==> src/common/mss_pkg.sv <==
// Constants, register map and decode functions of the motor startup sequencer
package mss_pkg;
    // Register offsets
    localparam logic [7:0] ADDR_STARTUP_CURRENT = 8'h10;
    localparam logic [7:0] ADDR_BRAKE           = 8'h13;
    localparam logic [7:0] ADDR_DC_EXCITATION   = 8'h14;
    localparam logic [7:0] ADDR_FORCED_COMM     = 8'h15;
    localparam logic [7:0] ADDR_LIMIT_LEVEL     = 8'h17;
    localparam logic [7:0] ADDR_HYSTERESIS      = 8'h18;
    localparam logic [7:0] ADDR_FILTER          = 8'h0f;
    // Field positions
    localparam int STARTUP_FRACTION_LSB = 1;
    localparam int BRAKE_SECONDS_LSB    = 0;
    localparam int BRAKE_FET_BIT        = 4;
    localparam int BRAKE_HOLD_BIT       = 3;
    localparam int FIRST_EXC_LSB        = 3;
    localparam int SECOND_EXC_LSB       = 0;
    localparam int FORCED_RATE_LSB      = 0;
    localparam int LIMIT_SELECT_BIT     = 6;
    localparam int HYSTERESIS_LSB       = 6;
    localparam int FILTER_LSB           = 0;
    // Values after reset
    localparam logic [7:0] REG_RESET = 8'h00;
    // Timing
    localparam int CLK_MHZ          = 200;
    localparam int TICK_US          = 100;
    localparam int TICK_CYCLES      = CLK_MHZ * TICK_US;
    localparam int SECOND_US        = 1000000;
    localparam int MS_US            = 1000;
    localparam int STEPS_PER_CYCLE  = 6;
    localparam int TIME_WIDTH       = 17;
    localparam int FORCED_STEPS     = 12;
    localparam int FRACTION_FULL    = 8;

    typedef logic [TIME_WIDTH-1:0] mss_time_t;

    typedef enum logic [3:0] {
        SEQ_WAIT   = 4'h0,
        SEQ_BRAKE  = 4'h1,
        SEQ_HOLD   = 4'h2,
        SEQ_IDLE   = 4'h3,
        SEQ_DETECT = 4'h4,
        SEQ_EXC1   = 4'h5,
        SEQ_EXC2   = 4'h6,
        SEQ_FORCED = 4'h7,
        SEQ_RUN    = 4'h8,
        SEQ_ERROR  = 4'h9
    } mss_state_e;

    // Microseconds to ticks
    function automatic mss_time_t usToTicks(input int us);
        usToTicks = mss_time_t'(us / TICK_US);
    endfunction : usToTicks

    // First excitation length: 0, 0.2, 0.5, 1.0 s
    function automatic mss_time_t firstExcTicks(input logic [1:0] code);
        unique case (code)
            2'h0: firstExcTicks = usToTicks(0);
            2'h1: firstExcTicks = usToTicks(200 * MS_US);
            2'h2: firstExcTicks = usToTicks(500 * MS_US);
            2'h3: firstExcTicks = usToTicks(1000 * MS_US);
        endcase
    endfunction : firstExcTicks

    // Second excitation length: 0.1 to 2 s
    function automatic mss_time_t secondExcTicks(input logic [2:0] code);
        unique case (code)
            3'h0: secondExcTicks = usToTicks(100 * MS_US);
            3'h1: secondExcTicks = usToTicks(200 * MS_US);
            3'h2: secondExcTicks = usToTicks(400 * MS_US);
            3'h3: secondExcTicks = usToTicks(600 * MS_US);
            3'h4: secondExcTicks = usToTicks(800 * MS_US);
            3'h5: secondExcTicks = usToTicks(1000 * MS_US);
            3'h6: secondExcTicks = usToTicks(1500 * MS_US);
            3'h7: secondExcTicks = usToTicks(2000 * MS_US);
        endcase
    endfunction : secondExcTicks

    // Forced step length: one sixth of the period of 1.6, 3.2, 6.4, 12.8 Hz
    function automatic mss_time_t forcedStepTicks(input logic [1:0] code);
        unique case (code)
            2'h0: forcedStepTicks = usToTicks(625000 / STEPS_PER_CYCLE);
            2'h1: forcedStepTicks = usToTicks(312500 / STEPS_PER_CYCLE);
            2'h2: forcedStepTicks = usToTicks(156250 / STEPS_PER_CYCLE);
            2'h3: forcedStepTicks = usToTicks(78125 / STEPS_PER_CYCLE);
        endcase
    endfunction : forcedStepTicks

    // Spin detection window: 200, 100, 50, 25 ms
    function automatic mss_time_t detectTicks(input logic [1:0] code);
        unique case (code)
            2'h0: detectTicks = usToTicks(200 * MS_US);
            2'h1: detectTicks = usToTicks(100 * MS_US);
            2'h2: detectTicks = usToTicks(50 * MS_US);
            2'h3: detectTicks = usToTicks(25 * MS_US);
        endcase
    endfunction : detectTicks

    // Six-step bridge pattern {high[2:0], low[2:0]}, phases W V U
    function automatic logic [5:0] commPattern(input logic [2:0] step);
        unique case (step)
            3'h0:    commPattern = 6'b001_010;
            3'h1:    commPattern = 6'b001_100;
            3'h2:    commPattern = 6'b010_100;
            3'h3:    commPattern = 6'b010_001;
            3'h4:    commPattern = 6'b100_001;
            3'h5:    commPattern = 6'b100_010;
            default: commPattern = 6'b000_000;
        endcase
    endfunction : commPattern
endpackage : mss_pkg

==> src/common/mss_if.sv <==
// Interfaces between the sequencer and its timer and limit filter
interface mss_tick_if;
    logic              restart;
    mss_pkg::mss_time_t elapsed;
    modport master (output restart, input elapsed);
    modport timer  (input restart, output elapsed);
endinterface : mss_tick_if

interface mss_lim_if;
    logic [1:0] filterCode;
    logic       limitTrip;
    logic       shutdownTrip;
    modport master (output filterCode, input limitTrip, shutdownTrip);
    modport filter (input filterCode, output limitTrip, shutdownTrip);
endinterface : mss_lim_if

==> src/core/mss_limit_filter.sv <==
// Synchroniser and digital noise filter for the current-limit comparator
module mss_limit_filter (
    input  wire logic clk,
    input  wire logic sys_rst,
    input  wire logic compHigh,
    mss_lim_if.filter lim
);
    logic [2:0] syncQ, syncD;
    logic       stableQ, stableD;
    logic [3:0] runQ, runD;
    logic [3:0] limitNeed;

    // Clocks of agreement needed: limit 0/4/6/7, shutdown one more
    always_comb begin
        unique case (lim.filterCode)
            2'h0: limitNeed = 4'h0;
            2'h1: limitNeed = 4'h4;
            2'h2: limitNeed = 4'h6;
            2'h3: limitNeed = 4'h7;
        endcase
    end

    // Stable level moves only when stages two and three agree
    always_comb begin
        syncD   = {syncQ[1:0], compHigh};
        stableD = (syncQ[1] == syncQ[2]) ? syncQ[2] : stableQ;
        // Run counts clocks after the stable level rose, so code 00 trips the limit one clock before shutdown
        runD    = !stableQ ? 4'h0 : (runQ == 4'hf ? runQ : runQ + 4'h1);
    end

    always_ff @(posedge clk) begin
        if (sys_rst) begin
            syncQ   <= 3'h0;
            stableQ <= 1'b0;
            runQ    <= 4'h0;
        end else begin
            syncQ   <= syncD;
            stableQ <= stableD;
            runQ    <= runD;
        end
    end

    // Code 00 acts at once on the stable level
    assign lim.limitTrip    = stableQ && (runQ >= limitNeed);
    assign lim.shutdownTrip = stableQ && (runQ >= limitNeed + 4'h1);
endmodule : mss_limit_filter

==> src/core/mss_motor_startup_sequencer.sv <==
// Brake, idle and startup sequencer with cycle-by-cycle output current limit
module mss_motor_startup_sequencer #(
    parameter int TICK_CYCLES  = mss_pkg::TICK_CYCLES,
    parameter int FORCED_STEPS = mss_pkg::FORCED_STEPS
) (
    input  wire logic       clk,
    input  wire logic       sys_rst,
    input  wire logic       regWrEn,
    input  wire logic       regRdEn,
    input  wire logic [7:0] regAddr,
    input  wire logic [7:0] regWrData,
    output logic      [7:0] regRdData,
    input  wire logic       settingsLoaded,
    input  wire logic       speedCmd,
    input  wire logic       errorStop,
    input  wire logic       spinForward,
    input  wire logic       pwmOn,
    input  wire logic       pwmPeriodStart,
    input  wire logic [2:0] senseStep,
    input  wire logic       limitCompHigh,
    output logic      [2:0] gateHigh,
    output logic      [2:0] gateLow,
    output logic      [1:0] hysteresisSel,
    output logic            limitThresholdSel,
    output logic      [3:0] limitFractionEighths,
    output logic            overcurrentShutdown,
    output logic      [3:0] seqState
);
    mss_tick_if tick ();
    mss_lim_if  lim ();

    // Register storage
    logic [7:0] startupCfgQ, startupCfgD;
    logic [7:0] brakeCfgQ, brakeCfgD;
    logic [7:0] excCfgQ, excCfgD;
    logic [7:0] forcedCfgQ, forcedCfgD;
    logic [7:0] levelCfgQ, levelCfgD;
    logic [7:0] hysCfgQ, hysCfgD;
    logic [7:0] filterCfgQ, filterCfgD;
    logic [7:0] rdDataQ, rdDataD;

    // Sequencer state
    mss_pkg::mss_state_e stateQ, stateD;
    logic [2:0]          stepQ, stepD;
    logic [4:0]          stepCountQ, stepCountD;
    logic                stepAdvance;
    logic [2:0]          spinSyncQ, spinSyncD;
    logic                spinStableQ, spinStableD;
    logic                limitOffQ, limitOffD;
    logic [5:0]          gateQ, gateD;
    logic                shutdownQ, shutdownD;

    // Decoded fields
    logic [2:0]          brakeSeconds;
    logic                brakeShort;
    logic                brakeHold;
    mss_pkg::mss_time_t  brakeTicks;
    mss_pkg::mss_time_t  exc1Ticks;
    mss_pkg::mss_time_t  exc2Ticks;
    mss_pkg::mss_time_t  stepTicks;
    mss_pkg::mss_time_t  windowTicks;
    logic                inStartup;
    logic [5:0]          pattern;

    assign brakeSeconds = brakeCfgQ[mss_pkg::BRAKE_SECONDS_LSB +: 3];
    assign brakeShort   = brakeCfgQ[mss_pkg::BRAKE_FET_BIT];
    assign brakeHold    = brakeCfgQ[mss_pkg::BRAKE_HOLD_BIT];
    assign brakeTicks   = mss_pkg::mss_time_t'(brakeSeconds)
                          * mss_pkg::usToTicks(mss_pkg::SECOND_US);
    assign exc1Ticks    = mss_pkg::firstExcTicks(excCfgQ[mss_pkg::FIRST_EXC_LSB +: 2]);
    assign exc2Ticks    = mss_pkg::secondExcTicks(excCfgQ[mss_pkg::SECOND_EXC_LSB +: 3]);
    assign stepTicks    = mss_pkg::forcedStepTicks(forcedCfgQ[mss_pkg::FORCED_RATE_LSB +: 2]);
    assign windowTicks  = mss_pkg::detectTicks(forcedCfgQ[mss_pkg::FORCED_RATE_LSB +: 2]);

    mss_tick_timer #(
        .TICK_CYCLES (TICK_CYCLES)
    ) u_timer (
        .clk     (clk),
        .sys_rst (sys_rst),
        .tick    (tick)
    );

    mss_limit_filter u_filter (
        .clk      (clk),
        .sys_rst  (sys_rst),
        .compHigh (limitCompHigh),
        .lim      (lim)
    );

    // Register writes and registered read data; unmapped reads return zero
    always_comb begin
        startupCfgD = startupCfgQ;
        brakeCfgD   = brakeCfgQ;
        excCfgD     = excCfgQ;
        forcedCfgD  = forcedCfgQ;
        levelCfgD   = levelCfgQ;
        hysCfgD     = hysCfgQ;
        filterCfgD  = filterCfgQ;
        rdDataD     = rdDataQ;
        if (regWrEn) begin
            unique case (regAddr)
                mss_pkg::ADDR_STARTUP_CURRENT: startupCfgD = regWrData;
                mss_pkg::ADDR_BRAKE:           brakeCfgD   = regWrData;
                mss_pkg::ADDR_DC_EXCITATION:   excCfgD     = regWrData;
                mss_pkg::ADDR_FORCED_COMM:     forcedCfgD  = regWrData;
                mss_pkg::ADDR_LIMIT_LEVEL:     levelCfgD   = regWrData;
                mss_pkg::ADDR_HYSTERESIS:      hysCfgD     = regWrData;
                mss_pkg::ADDR_FILTER:          filterCfgD  = regWrData;
                default:                       ;
            endcase
        end
        if (regRdEn) begin
            unique case (regAddr)
                mss_pkg::ADDR_STARTUP_CURRENT: rdDataD = startupCfgQ;
                mss_pkg::ADDR_BRAKE:           rdDataD = brakeCfgQ;
                mss_pkg::ADDR_DC_EXCITATION:   rdDataD = excCfgQ;
                mss_pkg::ADDR_FORCED_COMM:     rdDataD = forcedCfgQ;
                mss_pkg::ADDR_LIMIT_LEVEL:     rdDataD = levelCfgQ;
                mss_pkg::ADDR_HYSTERESIS:      rdDataD = hysCfgQ;
                mss_pkg::ADDR_FILTER:          rdDataD = filterCfgQ;
                default:                       rdDataD = 8'h00;
            endcase
        end
    end

    always_ff @(posedge clk) begin
        if (sys_rst) begin
            startupCfgQ <= mss_pkg::REG_RESET;
            brakeCfgQ   <= mss_pkg::REG_RESET;
            excCfgQ     <= mss_pkg::REG_RESET;
            forcedCfgQ  <= mss_pkg::REG_RESET;
            levelCfgQ   <= mss_pkg::REG_RESET;
            hysCfgQ     <= mss_pkg::REG_RESET;
            filterCfgQ  <= mss_pkg::REG_RESET;
            rdDataQ     <= 8'h00;
        end else begin
            startupCfgQ <= startupCfgD;
            brakeCfgQ   <= brakeCfgD;
            excCfgQ     <= excCfgD;
            forcedCfgQ  <= forcedCfgD;
            levelCfgQ   <= levelCfgD;
            hysCfgQ     <= hysCfgD;
            filterCfgQ  <= filterCfgD;
            rdDataQ     <= rdDataD;
        end
    end

    // Forward-spin indication from the position comparator, three-stage sync
    always_comb begin
        spinSyncD   = {spinSyncQ[1:0], spinForward};
        spinStableD = (spinSyncQ[1] == spinSyncQ[2]) ? spinSyncQ[2] : spinStableQ;
    end

    // Mode sequencing; the timer restarts on every change of mode or step
    always_comb begin
        stateD      = stateQ;
        stepAdvance = 1'b0;
        unique case (stateQ)
            mss_pkg::SEQ_WAIT: begin
                if (settingsLoaded) stateD = mss_pkg::SEQ_BRAKE;
            end
            mss_pkg::SEQ_BRAKE: begin
                if (tick.elapsed >= brakeTicks) begin
                    if (brakeHold && brakeSeconds != 3'h0) stateD = mss_pkg::SEQ_HOLD;
                    else stateD = mss_pkg::SEQ_IDLE;
                end
            end
            mss_pkg::SEQ_HOLD: begin
                if (speedCmd) stateD = mss_pkg::SEQ_DETECT;
            end
            mss_pkg::SEQ_IDLE: begin
                if (speedCmd) stateD = mss_pkg::SEQ_DETECT;
            end
            mss_pkg::SEQ_DETECT: begin
                if (spinStableQ) stateD = mss_pkg::SEQ_RUN;
                else if (tick.elapsed >= windowTicks) stateD = mss_pkg::SEQ_EXC1;
            end
            mss_pkg::SEQ_EXC1: begin
                if (tick.elapsed >= exc1Ticks) stateD = mss_pkg::SEQ_EXC2;
            end
            mss_pkg::SEQ_EXC2: begin
                if (tick.elapsed >= exc2Ticks) stateD = mss_pkg::SEQ_FORCED;
            end
            mss_pkg::SEQ_FORCED: begin
                if (tick.elapsed >= stepTicks) begin
                    stepAdvance = 1'b1;
                    if (stepCountQ == 5'(FORCED_STEPS - 1)) stateD = mss_pkg::SEQ_RUN;
                end
            end
            mss_pkg::SEQ_RUN:   ;
            mss_pkg::SEQ_ERROR: begin
                if (!errorStop && speedCmd) stateD = mss_pkg::SEQ_DETECT;
            end
            default: stateD = mss_pkg::SEQ_IDLE;
        endcase
        if (stateQ >= mss_pkg::SEQ_DETECT && stateQ != mss_pkg::SEQ_ERROR && errorStop) begin
            stateD = mss_pkg::SEQ_ERROR;
        end
        if (stateQ >= mss_pkg::SEQ_DETECT && !speedCmd) begin
            stateD = mss_pkg::SEQ_IDLE;
        end
        tick.restart = (stateD != stateQ) || stepAdvance;
    end

    // Forced commutation step and step count
    always_comb begin
        stepD      = stepQ;
        stepCountD = stepCountQ;
        if (stateQ != mss_pkg::SEQ_FORCED) begin
            stepD      = 3'h0;
            stepCountD = 5'h00;
        end else if (stepAdvance) begin
            stepD      = (stepQ == 3'h5) ? 3'h0 : stepQ + 3'h1;
            stepCountD = stepCountQ + 5'h01;
        end
    end

    // Limit latch: set by the filtered trip, released at each PWM period start
    always_comb begin
        limitOffD = limitOffQ;
        if (pwmPeriodStart) limitOffD = 1'b0;
        if (lim.limitTrip) limitOffD = 1'b1;
        shutdownD = lim.shutdownTrip;
    end

    // Bridge drive pattern for the present mode
    always_comb begin
        inStartup = (stateQ >= mss_pkg::SEQ_DETECT) && (stateQ <= mss_pkg::SEQ_FORCED);
        pattern   = 6'b000_000;
        unique case (stateQ)
            mss_pkg::SEQ_BRAKE,
            mss_pkg::SEQ_HOLD:   pattern = brakeShort ? 6'b000_111 : 6'b000_000;
            mss_pkg::SEQ_EXC1:   pattern = mss_pkg::commPattern(3'h0);
            mss_pkg::SEQ_EXC2:   pattern = mss_pkg::commPattern(3'h1);
            mss_pkg::SEQ_FORCED: pattern = mss_pkg::commPattern(stepQ);
            mss_pkg::SEQ_RUN:    pattern = mss_pkg::commPattern(senseStep);
            default:             pattern = 6'b000_000;
        endcase
        gateD = pattern;
        if (stateQ >= mss_pkg::SEQ_EXC1 && stateQ <= mss_pkg::SEQ_RUN
            && (!pwmOn || limitOffD)) begin
            gateD[5:3] = 3'b000;
        end
    end

    always_ff @(posedge clk) begin
        if (sys_rst) begin
            stateQ      <= mss_pkg::SEQ_WAIT;
            stepQ       <= 3'h0;
            stepCountQ  <= 5'h00;
            spinSyncQ   <= 3'h0;
            spinStableQ <= 1'b0;
            limitOffQ   <= 1'b0;
            gateQ       <= 6'b000_000;
            shutdownQ   <= 1'b0;
        end else begin
            stateQ      <= stateD;
            stepQ       <= stepD;
            stepCountQ  <= stepCountD;
            spinSyncQ   <= spinSyncD;
            spinStableQ <= spinStableD;
            limitOffQ   <= limitOffD;
            gateQ       <= gateD;
            shutdownQ   <= shutdownD;
        end
    end

    // Filter length and threshold selection to the analog side
    assign lim.filterCode        = filterCfgQ[mss_pkg::FILTER_LSB +: 2];
    assign limitThresholdSel     = levelCfgQ[mss_pkg::LIMIT_SELECT_BIT];
    assign limitFractionEighths  = inStartup
        ? 4'(mss_pkg::FRACTION_FULL) - {1'b0, startupCfgQ[mss_pkg::STARTUP_FRACTION_LSB +: 3]}
        : 4'(mss_pkg::FRACTION_FULL);
    assign hysteresisSel = (stateQ == mss_pkg::SEQ_DETECT)
        ? hysCfgQ[mss_pkg::HYSTERESIS_LSB +: 2] : 2'h0;
    assign gateHigh            = gateQ[5:3];
    assign gateLow             = gateQ[2:0];
    assign overcurrentShutdown = shutdownQ;
    assign regRdData           = rdDataQ;
    assign seqState            = stateQ;
endmodule : mss_motor_startup_sequencer

==> src/core/mss_tick_timer.sv <==
// Prescaled sequence timer counting 100 us ticks since the last restart
module mss_tick_timer #(
    parameter int TICK_CYCLES = mss_pkg::TICK_CYCLES
) (
    input  wire logic  clk,
    input  wire logic  sys_rst,
    mss_tick_if.timer  tick
);
    logic [15:0]        preQ, preD;
    mss_pkg::mss_time_t elapsedQ, elapsedD;

    // Prescaler and saturating tick count, both cleared on restart
    always_comb begin
        preD     = preQ + 16'h0001;
        elapsedD = elapsedQ;
        if (tick.restart) begin
            preD     = 16'h0000;
            elapsedD = '0;
        end else if (preQ == 16'(TICK_CYCLES - 1)) begin
            preD = 16'h0000;
            if (elapsedQ != '1) elapsedD = elapsedQ + 1'b1;
        end
    end

    always_ff @(posedge clk) begin
        if (sys_rst) begin
            preQ     <= 16'h0000;
            elapsedQ <= '0;
        end else begin
            preQ     <= preD;
            elapsedQ <= elapsedD;
        end
    end

    assign tick.elapsed = elapsedQ;
endmodule : mss_tick_timer

==> config.mk <==
export PLATFORM = sky130hd
export DESIGN_NAME = mss_motor_startup_sequencer
export DESIGN_NICKNAME = d
export VERILOG_FILES = /design/src/common/mss_pkg.sv /design/src/common/mss_if.sv /design/src/core/mss_limit_filter.sv /design/src/core/mss_motor_startup_sequencer.sv /design/src/core/mss_tick_timer.sv
export SDC_FILE = /design/constraint.sdc
export NUM_CORES = 1
export LEC_CHECK = 0
export BUFFER_PORTS_ARGS = -buffer_cell sky130_fd_sc_hd__buf_2
export CORE_UTILIZATION = 45
export DETAILED_ROUTE_END_ITERATION = 10
export GPL_ROUTABILITY_DRIVEN = 0
export GPL_TIMING_DRIVEN = 0
export PLACE_DENSITY = 0.64
export SLEW_MARGIN = 15
export SYNTH_ARGS = -nofsm -noshare
export SYNTH_HDL_FRONTEND = slang
export SYNTH_HIERARCHICAL = 1
export SYNTH_SLANG_ARGS = --single-unit
==> constraint.sdc <==
create_clock -name clk -period 5.4 [get_ports clk]
set_input_delay 0.54 -clock clk [delete_from_list [all_inputs] [get_ports clk]]
set_output_delay 0.54 -clock clk [all_outputs]
set_load 0.03 [all_outputs]
# ---- Yosys cells after proc, flatten, opt, wreduce, memory -nomap -nowiden
# Memories as Yosys holds them, arrays and structs flattened. A register that Yosys moved wholly into a read port is not among the register bits.
# Cells that the tools add are included.
dict set report classes {
  n_addsub 7
  n_bitwise 1
  n_eq_ne 44
  magnitude_cmp 11
  n_mux 32
  n_reduce_logical 37
  n_mul 1
}
# cell count
set ops {}
lappend ops {{17-bit case mux with 4 select lines} 3}
lappend ops {{17-bit greater-or-equal comparator} 5}
lappend ops {{6-bit case mux with 6 select lines} 2}
lappend ops {{8-bit case mux with 7 select lines} 1}
lappend ops {{4-bit 2-to-1 mux} 13}
lappend ops {{8-bit by 5-bit == test with 1-bit output, second input constant} 6}
lappend ops {{4-bit case mux with 9 select lines} 1}
lappend ops {{6-bit case mux with 5 select lines} 1}
lappend ops {{17-bit by 1-bit adder with 17-bit output, second input constant} 1}
lappend ops {{17-bit != test, second input constant} 1}
lappend ops {{16-bit by 1-bit adder with 16-bit output, second input constant} 1}
lappend ops {{16-bit by 15-bit == test with 1-bit output, second input constant} 1}
lappend ops {{4-bit by 3-bit == test with 1-bit output, second input constant} 4}
lappend ops {{4-bit case mux with 4 select lines} 1}
lappend ops {{2-bit AND reduction} 8}
lappend ops {{3-bit by 10-bit multiplier with 13-bit output, second input constant} 1}
lappend ops {{2-bit == test, second input constant} 6}
lappend ops {{3-bit by 2-bit == test with 1-bit output, second input constant} 4}
lappend ops {{3-bit == test, second input constant} 4}
lappend ops {{4-bit == test, second input constant} 3}
lappend ops {{3-bit 2-to-1 mux} 4}
lappend ops {{2-bit OR reduction} 6}
lappend ops {{1-bit logical AND} 10}
lappend ops {{4-bit by 1-bit adder with 4-bit output, second input constant} 2}
lappend ops {{other kinds (27)} 44}
dict set report word_totals {
  word_cells 156
  ff_bits 129
  n_memories 1
  out_inout_bits 26
  input_bits 30
  mem_bits_ro 88
}
# memory depth width read_ports rd_clocked_by_memory_dff wr line
set memory_table {}
lappend memory_table {{(name not given)} 8 11 1 1 0 mss_pkg.sv:67} ;# unique case (code)

# ---- Longest topological paths before layout
# Gate-level depths: netlist (run 1).
dict set report depth {
  depth_word 11
  mapped_depth 21
  depth_no_buf 19
}

# ---- Hierarchy
# Netlist (run 1), hierarchy kept.
# mod cells_per_inst area_each_um2 instances seq_area_each_um2
set modules_own_cells {}
lappend modules_own_cells {mss_motor_startup_sequencer 766 6097.1 1 1981.9}
lappend modules_own_cells {mss_tick_timer 183 1571.5 1 660.6}
lappend modules_own_cells {mss_limit_filter 55 496.7 1 160.2}

# ---- Worst setup path before layout (run 1)
# Ideal clock, no wire load.
dict set report synth_path {
  path_type {register -> register}
  startpoint {reg brakeCfgQ[0]}
  endpoint {reg u_timer.preQ[10]}
  required_time_ns 5.335
  stages_incl_launch_ff 22
  arrival_ns 4.835
  period_less_slack_ns 4.900
  n_path_buf 2
  slack_ns 0.500
  setup_time_ns 0.065
  cell_sequence {dfxtp_1 inv_1 fa_1 inv_1 ha_1 fa_1 a21oi_1 nor2_1 xnor2_1 ha_1 a21o_1 a21oi_1 nor2b_1 a211oi_1 nor3_1 or4_1 a221o_1 or2_2 clkbuf_1 a41o_1 clkbuf_1 nor2_1}
}
dict set report synth_between {
  elab_chain_cells 10
  word_cells_on_any_way 12
  cone_classes {mul (1); order compare (1); eq/ne (1); mux (5); reduce/logical (4)}
}
# element line
set synth_rtl {}
lappend synth_rtl {{start, declared} mss_motor_startup_sequencer.sv:34} ;# logic [7:0] brakeCfgQ, brakeCfgD;
lappend synth_rtl {{start signal, assigned} mss_motor_startup_sequencer.sv:129} ;# brakeCfgQ <= mss_pkg::REG_RESET;
lappend synth_rtl {{start signal, assigned} mss_motor_startup_sequencer.sv:138} ;# brakeCfgQ <= brakeCfgD;
lappend synth_rtl {{parallel branches: the longest is 3 deep, another holds 17-bit greater-or-equal comparator} n/a}
lappend synth_rtl {{4-bit 2-to-1 mux (*)} mss_motor_startup_sequencer.sv:163} ;# if (tick.elapsed >= brakeTicks) begin
lappend synth_rtl {{4-bit case mux with 9 select lines (*)} mss_motor_startup_sequencer.sv:158} ;# unique case (stateQ)
lappend synth_rtl {{4-bit 2-to-1 mux (*)} mss_motor_startup_sequencer.sv:196} ;# if (stateQ >= mss_pkg::SEQ_DETECT && stateQ != mss_pkg::SEQ_ERROR && errorStop) begin
lappend synth_rtl {{4-bit 2-to-1 mux (*)} mss_motor_startup_sequencer.sv:199} ;# if (stateQ >= mss_pkg::SEQ_DETECT && !speedCmd) begin
lappend synth_rtl {{4-bit != test (*)} mss_motor_startup_sequencer.sv:202} ;# tick.restart = (stateD != stateQ) || stepAdvance;
lappend synth_rtl {{1-bit logical OR (*)} mss_motor_startup_sequencer.sv:202}
lappend synth_rtl {{net tick.restart} mss_if.sv:3} ;# logic restart;
lappend synth_rtl {{3-bit OR reduction (no source line) (*)} n/a}
lappend synth_rtl {{end signal, assigned} mss_tick_timer.sv:30} ;# preQ <= preD;
lappend synth_rtl {{end, declared} mss_tick_timer.sv:9} ;# logic [15:0] preQ, preD;
# Mark *: on every way through the listed nets, which the timed path passes.
# A chain may end at the register's enable or synchronous reset.

# ---- Worst setup path after layout (run 1)
# Ends and elaborated chain as after synthesis.

==> results of run 1 <==
-- kinds of logic (layout without fill, tap and decap cells) --
| group | count (synthesis) | in the layout |
|---|---|---|
| flip-flops | 140 | 140 |
| XOR/XNOR | 28 | 28 |
| multiplexers | 30 | 30 |
| adder cells (fa/ha/maj) | 83 | 83 |
| AO/OA/AOI/OAI | 220 | 220 |
| buffers and inverters | 102 | 186 |
| AND/OR/NAND/NOR | 401 | 401 |
-- timing repair --
action | CTS | global route
pin swaps | 0 | 0
hold buffers | 0 | 0
endpoints found under the setup margin | 17 | 20
resized for setup | 3 | 4
-- sequential cells by signal, summed over array words and instances (netlist names), 3 cells and up --
| name | count |
|---|---|
| stepQ | 3 |
| stepCountQ | 5 |
| spinSyncQ | 3 |
| excCfgQ | 8 |
| exc2Ticks | 11 |
| u_timer/preQ | 16 |
| gateQ | 6 |
| u_filter/syncQ | 3 |
| hysCfgQ | 8 |
| startupCfgQ | 8 |
| seqState | 4 |
| filterCfgQ | 8 |
| regRdData | 8 |
| u_timer/tick.elapsed | 17 |
| u_filter/runQ | 4 |
| brakeCfgQ | 8 |
| levelCfgQ | 8 |
| forcedCfgQ | 8 |
-- layout by cell type (no fill, tap or decap), drive strengths merged, types with 8 or more instances in the layout --
| master | instances |
|---|---|
| a22oi | 9 |
| or4 | 8 |
| xnor2 | 13 |
| a21o | 9 |
| nor3 | 22 |
| and2 | 9 |
| o21ai | 52 |
| and3 | 9 |
| buf | 64 |
| nor2b | 13 |
| nor4 | 11 |
| nand2 | 115 |
| a31oi | 9 |
| inv | 65 |
| nand4 | 20 |
| clkbuf | 50 |
| a21oi | 87 |
| a221oi | 8 |
| dfxtp | 140 |
| xor2 | 15 |
| ha | 80 |
| or3 | 14 |
| nand3 | 51 |
| nor2 | 98 |
| mux2i | 29 |
-- through the flow --
stage | power (mW) | setup slack (ps) | std cells | TNS (ps) | area, sq um
finish | 2.798 | 339.5 | 1313 | 0 | 9351
global route | 2.906 | 24.65 | 1313 | 0 | 9351
CTS | 2.807 | 107.4 | 1313 | 0 | 9340
detailed placement | 1.587 | -245.5 | 1282 | -2396 | 8725
global placement | 1.587 | -247.7 | 1282 | -2784 | 8712
floorplan | 1.430 | 500.0 | 1004 | 0 | 8165
-- final cells by class --
type / count / area (sq um)
clock buffers: 18 / 439.2
inverters: 58 / 217.7
well taps: 225 / 281.5
fillers: 1700 / 8185
flip-flops and latches: 140 / 2809
multi-input cells: 762 / 4974
clock inverters: 14 / 176.4
repair buffers: 53 / 265.3
plain buffers: 43 / 188.9
-- routing by layer --
layer	wire (um)	GRT usage [%]	part of all wire, %	up-vias
met1	9689	30.13	46	3410
met5	0	0	0	-
met2	9695	37.59	46	231
met4	438	8.889	2.1	0
met3	1270	4.815	6.0	36
li1	-	-	-	3721
-- critical path: cells and delay by family (launching register included) --
family / cells / cell delay [ps]
flops: 1 / 410
fa+ha+maj: 4 / 1450
simple gates: 6 / 1210
buf+inv: 3 / 370
xor+xnor: 1 / 210
compound gates: 6 / 1360
-- power by group through the flow --
| stage | clock [mW] | sequential, mW | combinational (mW) |
|---|---|---|---|
| 2_1_floorplan | 0 | 1.12 | 0.310 |
| 3_3_place_gp | 0 | 1.09 | 0.493 |
| 3_5_place_dp | 0 | 1.09 | 0.492 |
| 4_1_cts | 1.24 | 1.07 | 0.495 |
| 5_1_grt | 1.28 | 1.08 | 0.547 |
| 6_report | 1.22 | 1.07 | 0.503 |
-- worst max path at each step --
stage	from	endpoint	slack (ps)	cells after the start
2_1_floorplan	brakeCfgQ[0]	u_timer/preQ[10]	500	21
3_5_place_dp	brakeCfgQ[0]	u_timer/preQ[11]	-250	21
5_1_grt	brakeCfgQ[1]	u_timer/preQ[8]	20	20
6_report	brakeCfgQ[0]	u_timer/preQ[10]	340	20
4_1_cts	brakeCfgQ[0]	u_timer/preQ[10]	110	20
3_3_place_gp	brakeCfgQ[0]	u_timer/preQ[8]	-250	21
==> run summary, run 1 <==
The first TritonRoute pass finished after 5 iterations. Clock skew on the completed layout was measured at around 8.5 ps. The sequential group share of total power is around two fifths.

The starting utilization of the core area is a little under half. The critical path in this run is classified as reg -> reg. The largest net degree at the start of global routing is 17. The largest area contributor in the netlist is sky130_fd_sc_hd__dfxtp_1.

The number of failing hold endpoints at the final stage is 0. The post-synthesis instance area is 8165 sq um. The standard cell core area came out at roughly 18,000 sq um.

The total net switching power is 0.8751 mW. By area, the combinational part of the netlist is dominated by simple AND/OR/NAND/NOR gates. The worst register-to-register path begins at brakeCfgQ[0]. The number of nets in the finished design is 1,188. In this run the vertical extent of the chip is 136.7 um. Net switching is 31.28% of the power. The share of the synthesized netlist area taken by xor and xnor gates is 3.003%. The H-tree was split into 4 levels.

Clock-pin slew was measured on the worst setup and hold paths at 60 ps. The worst reg-to-reg path cell count is 20. At the worst endpoint, the required time is 5760 ps. The cell count after synthesis is 1,004. The global-route wire length before repair came out at around 34,000 um. The maximum clock frequency is 197.6 MHz. The synthesized netlist devotes 16.37% of its cell area to compound gates. The final number of max-transition violations came out at 0. The arrival time of the worst setup path came out at 5420 ps.

The area overhead of the layout relative to synthesis came out at 14.53%. The maximum fanout count along the critical path came out at 10. The die is 136.7 um wide. The startpoint of the tightest hold check path is limitCompHigh. The number of instances on the worst hold path is 2.

After legalization and detailed placement, the total HPWL measured around 15,000 um. Buffers added to address setup during post-CTS repair amount to 0. The via total after detailed routing came out at 7,398.

For this run, design rule violations remaining after detail routing come to 0. The remaining global-route overflow came out at 0. The worst setup path is captured at a register.

Hold timing on the final database bottoms out at a slack of approximately 330 ps. The post-route minimum period is 5060 ps. The I/O pin total came out at 56.

0 antenna diodes ended up in the layout. In this run the critical register-to-register path is captured at u_timer/preQ[10]. Clock tree synthesis selected as its root buffer the cell sky130_fd_sc_hd__clkbuf_16. Sorting the synthesized cells by how often they occur yields 140 x sky130_fd_sc_hd__dfxtp_1, 115 x sky130_fd_sc_hd__nand2_1, 96 x sky130_fd_sc_hd__nor2_1. The clock sink count is 140.

The flop and latch count out of synthesis is between 100 and 150. The count of distinct cell types in the synthesized netlist came out at 72. For hold timing, the worst endpoint is u_filter/syncQ[0]. The worst setup path is launched from a register. The adder-cell share of the synthesized area came out at 12.99%. The net count after synthesis came out at 1,117. The initial DRC count is 536. The sequential area share after synthesis came out at 34.32%. The internal power of the cells totals 1.923 mW. The number of nets with antenna violations after routing came out at 0.

TritonCTS created 17 clock buffers. The number of global-route vias before repair came out at 6,799. The count of final setup violators is 0. The highest ir drop seen on vdd came out at 0.0002566 V.

The longest individual stage delay on the worst path came out at 540 ps. The number of maximum-capacitance violations came out at 0. The flow ran to the end, and the final reports show no timing, DRC or antenna violations. The number of flops mapped to enable cells by yosys is 0. The normalized max-slew margin came out at 17.34%. Wires add up to around 21,000 um. The top flip-flop cell by instance count after synthesis is sky130_fd_sc_hd__dfxtp_1.

The final core area utilization is 53.32%. In this run the core area contains between 40 and 50 standard-cell rows. By area the synthesized netlist is led by sky130_fd_sc_hd__dfxtp_1 34%, sky130_fd_sc_hd__ha_1 12%, sky130_fd_sc_hd__nand2_1 5.3%, sky130_fd_sc_hd__a21oi_1 5.3%, sky130_fd_sc_hd__nor2_1 4.4%. Global routing used 23.20% of the available tracks across all layers. Yosys instantiated no cell more often than sky130_fd_sc_hd__dfxtp_1. The via-per-instance ratio came out at about 5.6. The post-synthesis share of cell area spent on and, or, nand and nor gates came out at 24.61%. In this run the register-to-register setup slack is 340 ps. The relative contribution of the clock network to total power came out at 43.8%. The leakage power came out at approximately 3.7 nW. The async set-or-reset flop fraction in the synthesized netlist is 0%. The proportion of synthesized area in mux cells is 3.693%. The mean area per synthesized cell is 8.133 sq um.

On the critical path, the stage with the largest delay is an instance of sky130_fd_sc_hd__fa_1. The final period utilization is around 94%. The maximum buffer depth of the clock tree came out at 2.

The number of antenna violations at the first check in global routing came out at 0. Setup repair after global routing left no endpoint under its margin. The total die area came out at 18,690 sq um. The CTS tree is built. Dividing the detail-routed wire length by the instance count gives 16.06 um. The fraction of layout cells with a size suffix above 1 is 10.85%. Input and output buffers added on the ports amount to 53.

The portion of total power attributed to combinational logic came out at 18.0%. The share of the synthesized area in the top cell type is 34.32%. The power density relative to cell area is 299.2 nW/um^2. Walking the worst path, the cells encountered are inv_1 -> fa_1 -> inv_1 -> ha_1 -> fa_1 -> a21oi_1 -> nor2_1 -> xnor2_1 -> ha_1 -> a21o_1 -> a21oi_1 -> nor2b_1 -> a211oi_2 -> nor3_1 -> or4_1 -> a221o_1 -> or2_4 -> a41o_1 -> clkbuf_2 -> nor2_1. The transition time at the pin with the least slew margin is 1230 ps.

The path class of the tightest hold or removal check is in -> reg. The number of warnings issued by yosys came out at 6. The worst-skew pair later-pin latency is 420 ps.
(Power assumes the default switching activity.)
==> inputs of run 2 (changes only) <==
PLACE_DENSITY = 0.62   (was 0.64)
==> run 2 against run 1 <==
Effect of this change:
- sequential share of layout area fell by 0.084 points
- clock power rose by 3%
- register-to-register slack improved by 30 ps
- worst setup slack improved by 29 ps
- maximum frequency rose by 0.57%
- final cell count barely moved
- clock skew barely moved
- count of clock-buffer cells in the layout rose by 1
- critical path type unchanged
- critical endpoint is now u_timer/preQ[5]
- largest power group unchanged
==> run summary, run 2 (synthesized netlist as in run 1, its figures left out) <==
The number of global-route vias before repair came to 6,768. The cell row count is 48. Entering global routing, the biggest net connects 17 pins. The via-per-instance ratio came out at approximately 5.6.

Of the available clock period, the critical path in the final layout requires 93.18%. The library cells used most frequently in the layout, excluding fill and tap cells, are 137 x sky130_fd_sc_hd__dfxtp_1, 115 x sky130_fd_sc_hd__nand2_1, 96 x sky130_fd_sc_hd__nor2_1, 86 x sky130_fd_sc_hd__a21oi_1, 80 x sky130_fd_sc_hd__ha_1. The most critical setup path has its startpoint at brakeCfgQ[0]. The total net switching power is 0.8700 mW. The normalized max-slew margin came out at between 30% and 40%. The required time of the critical path is 5750 ps. The total internal power is slightly below 2 mW. The worst-skew pair later-pin latency is 420 ps. The worst register-to-register path begins at brakeCfgQ[0]. The tree is rooted in a sky130_fd_sc_hd__clkbuf_16.

The total inserted antenna cells is 0. The kind of path behind the tightest hold check is in -> reg. The H-tree level count came out at 4. The standard cell core area came out at 17,540 sq um. For the final routed database, the setup TNS stands at 0 ps.

Max-cap violations in this run came to 0. The signal on the critical path passes through inv_1 -> fa_1 -> inv_1 -> ha_1 -> fa_1 -> a21oi_1 -> nor2_1 -> xnor2_1 -> ha_1 -> a21o_1 -> a21oi_1 -> nor2b_1 -> a211oi_2 -> nor3_1 -> or4_1 -> a221o_1 -> or2_4 -> a41o_1 -> buf_2 -> nor2_1. The highest ir drop seen on vdd came out at 0.0002491 V.

The area overhead of the layout relative to synthesis is 14.85%. The capture point of the critical path is u_timer/preQ[5]. The per-cell routed wire length came out at 16.12 um. The fraction of power spent switching nets came out at 30.47%. For this design the static power due to leakage is between 3 and 4 nW. The cts-stage hold buffer count came out at 0. At the pin with the least slew margin, the transition time is a little under 900 ps. The total power of the final layout came out at 2.855 mW.

The register with the most flip-flops in the layout has 17 of them. The power density relative to cell area is 304.4 nW/um^2. Once detail routing completed, the nets flagged for antenna violations numbered 0. The starting utilization of the core area is 46.56%. The global-route usage over all layers came out at 23.72%.

The total wirelength of the detailed-routed design came out at 21,190 um. Combinational logic burns 18.2% of the power. 56 I/O pins were placed. The run finished with clean final reports. The first global-routing pass estimated roughly 34,000 um of wire. The clock slew at the register clock pins of the worst setup and hold paths is ~60 ps. The largest single stage delay on the critical path is 540 ps.

After detailed placement, the total cell area comes to 8718 sq um. The number of nets in the finished design came out at between 1,000 and 1,500. The clock sink count came out at 140. The number of fillers in the final layout is about 1,700. The wire-length estimate of the detail-placed layout is between 15,000 and 20,000 um. The area of all placed cells without fillers is between 9000 and 10,000 sq um. The number of antenna violations at the first check in global routing came to 0. The x dimension of the die came out at roughly 140 um. The library cell used most frequently in the layout, excluding fill and tap cells, is sky130_fd_sc_hd__dfxtp_1. The number of buffers created by CTS came out at 17.

The post-route netlist has between 10% and 20% of its cells at a drive strength greater than 1. The sequential group share of total power came out at 37.5%. The remaining global-route overflow came out at 0. Measured along the y axis, the die boundary spans 136.7 um. The clock network accounts for 44.3% of the total power. The worst reg-to-reg path cell count is 20. The floorplan step defined a die boundary enclosing 18,690 sq um.

The sort of element at the end of the critical path is a register. The detailed-router iteration count before antenna repair is 5. By startpoint and endpoint, the worst setup path is classified as reg -> reg. The count of final setup violators is 0. TritonCTS built the clock tree. The setup slack at placement came out at -288.9 ps. The number of failing hold endpoints at the final stage came out at 0. The setup skew after layout is ~8.5 ps. For this run, design rule violations remaining after detail routing come to 0. The arrival time of the worst setup path is 5380 ps. The final number of max-transition violations came out at 0. Setup slack on the worst reg-to-reg path comes out at 370 ps. Along the worst path, the maximum fanout reaches 10.

In the post-route analysis, the smallest setup slack over all paths is roughly 370 ps. The routed layout has 7,331 vias. Among all stages on the critical path, the largest delay is contributed by sky130_fd_sc_hd__fa_1.

In this run the critical register-to-register path is captured at u_timer/preQ[5]. Setup repair after global routing left no endpoint under its margin. STA classifies the critical path startpoint as a register.

The maximum buffer depth of the clock tree came out at 2. The maximum clock frequency came out at 198.7 MHz. The post-route minimum period is ~5000 ps. The final-layout worst hold slack is between 300 and 400 ps.

The total of buffers placed on input and output ports came out at 53. The initial DRC count is 540.
-- run 2: routing by layer --
metal | vias up | GRT usage, % | wire (um) | share of wire [%]
met5 | - | 0 | 0 | 0
met4 | 0 | 6.975 | 272 | 1.3
met3 | 21 | 4.407 | 1081 | 5.1
met2 | 165 | 37.96 | 9768 | 46
met1 | 3421 | 32.27 | 10070 | 48
li1 | 3724 | - | - | -
-- run 2: cell type report --
| type | instances | area, sq um | area share [%] |
|---|---|---|---|
| repair buffers | 54 | 272.8 | 2.909 |
| inverters | 58 | 217.7 | 2.322 |
| clock buffers | 19 | 452.9 | 4.830 |
| plain buffers | 43 | 188.9 | 2.015 |
| flip-flops and latches | 140 | 2809 | 29.95 |
| multi-input cells | 762 | 4979 | 53.09 |
| well taps | 225 | 281.5 | 3.002 |
| clock inverters | 13 | 176.4 | 1.881 |
-- run 2: repair_timing --
action                                  4_1_cts  5_1_grt
gates resized for setup                       1        8
pin swaps                                     0        1
buffers inserted                              0        1
endpoints found under the setup margin       20       23
-- run 2: worst min-delay path by stage --
stage / from / to / slack [ps] / depth (start not counted)
after floorplan: spinSyncQ[0] / spinSyncQ[1] / 410 / 1
after global placement: spinSyncQ[0] / spinSyncQ[1] / 420 / 1
after detailed placement: u_filter/syncQ[0] / u_filter/syncQ[1] / 430 / 1
after CTS: limitCompHigh / u_filter/syncQ[0] / 320 / 2
after global routing: spinForward / spinSyncQ[0] / 340 / 2
final: limitCompHigh / u_filter/syncQ[0] / 330 / 2
-- run 2: stage by stage --
stage,cells,utilization [%]
2_1_floorplan,1004,-
3_3_place_gp,1282,49.68
3_5_place_dp,1282,49.71
4_1_cts,1313,53.29
5_1_grt,1314,53.47
6_report,1314,53.47
-- run 2: worst max-delay path: cells and delay by family (launching register included) --
family          cells  cell delay, ps
simple gates        6            1170
flops               1             420
buf+inv             3             360
compound gates      6            1410
fa+ha+maj           4            1410
xor+xnor            1             180
-- run 2: power by group through the flow --
stage                     combinational, mW  clock, mW  sequential, mW
after detailed placement              0.491          0            1.09
after global routing                  0.567       1.32            1.07
after global placement                0.493          0            1.09
after CTS                             0.492       1.28            1.07
after floorplan                       0.310          0            1.12
final                                 0.520       1.26            1.07
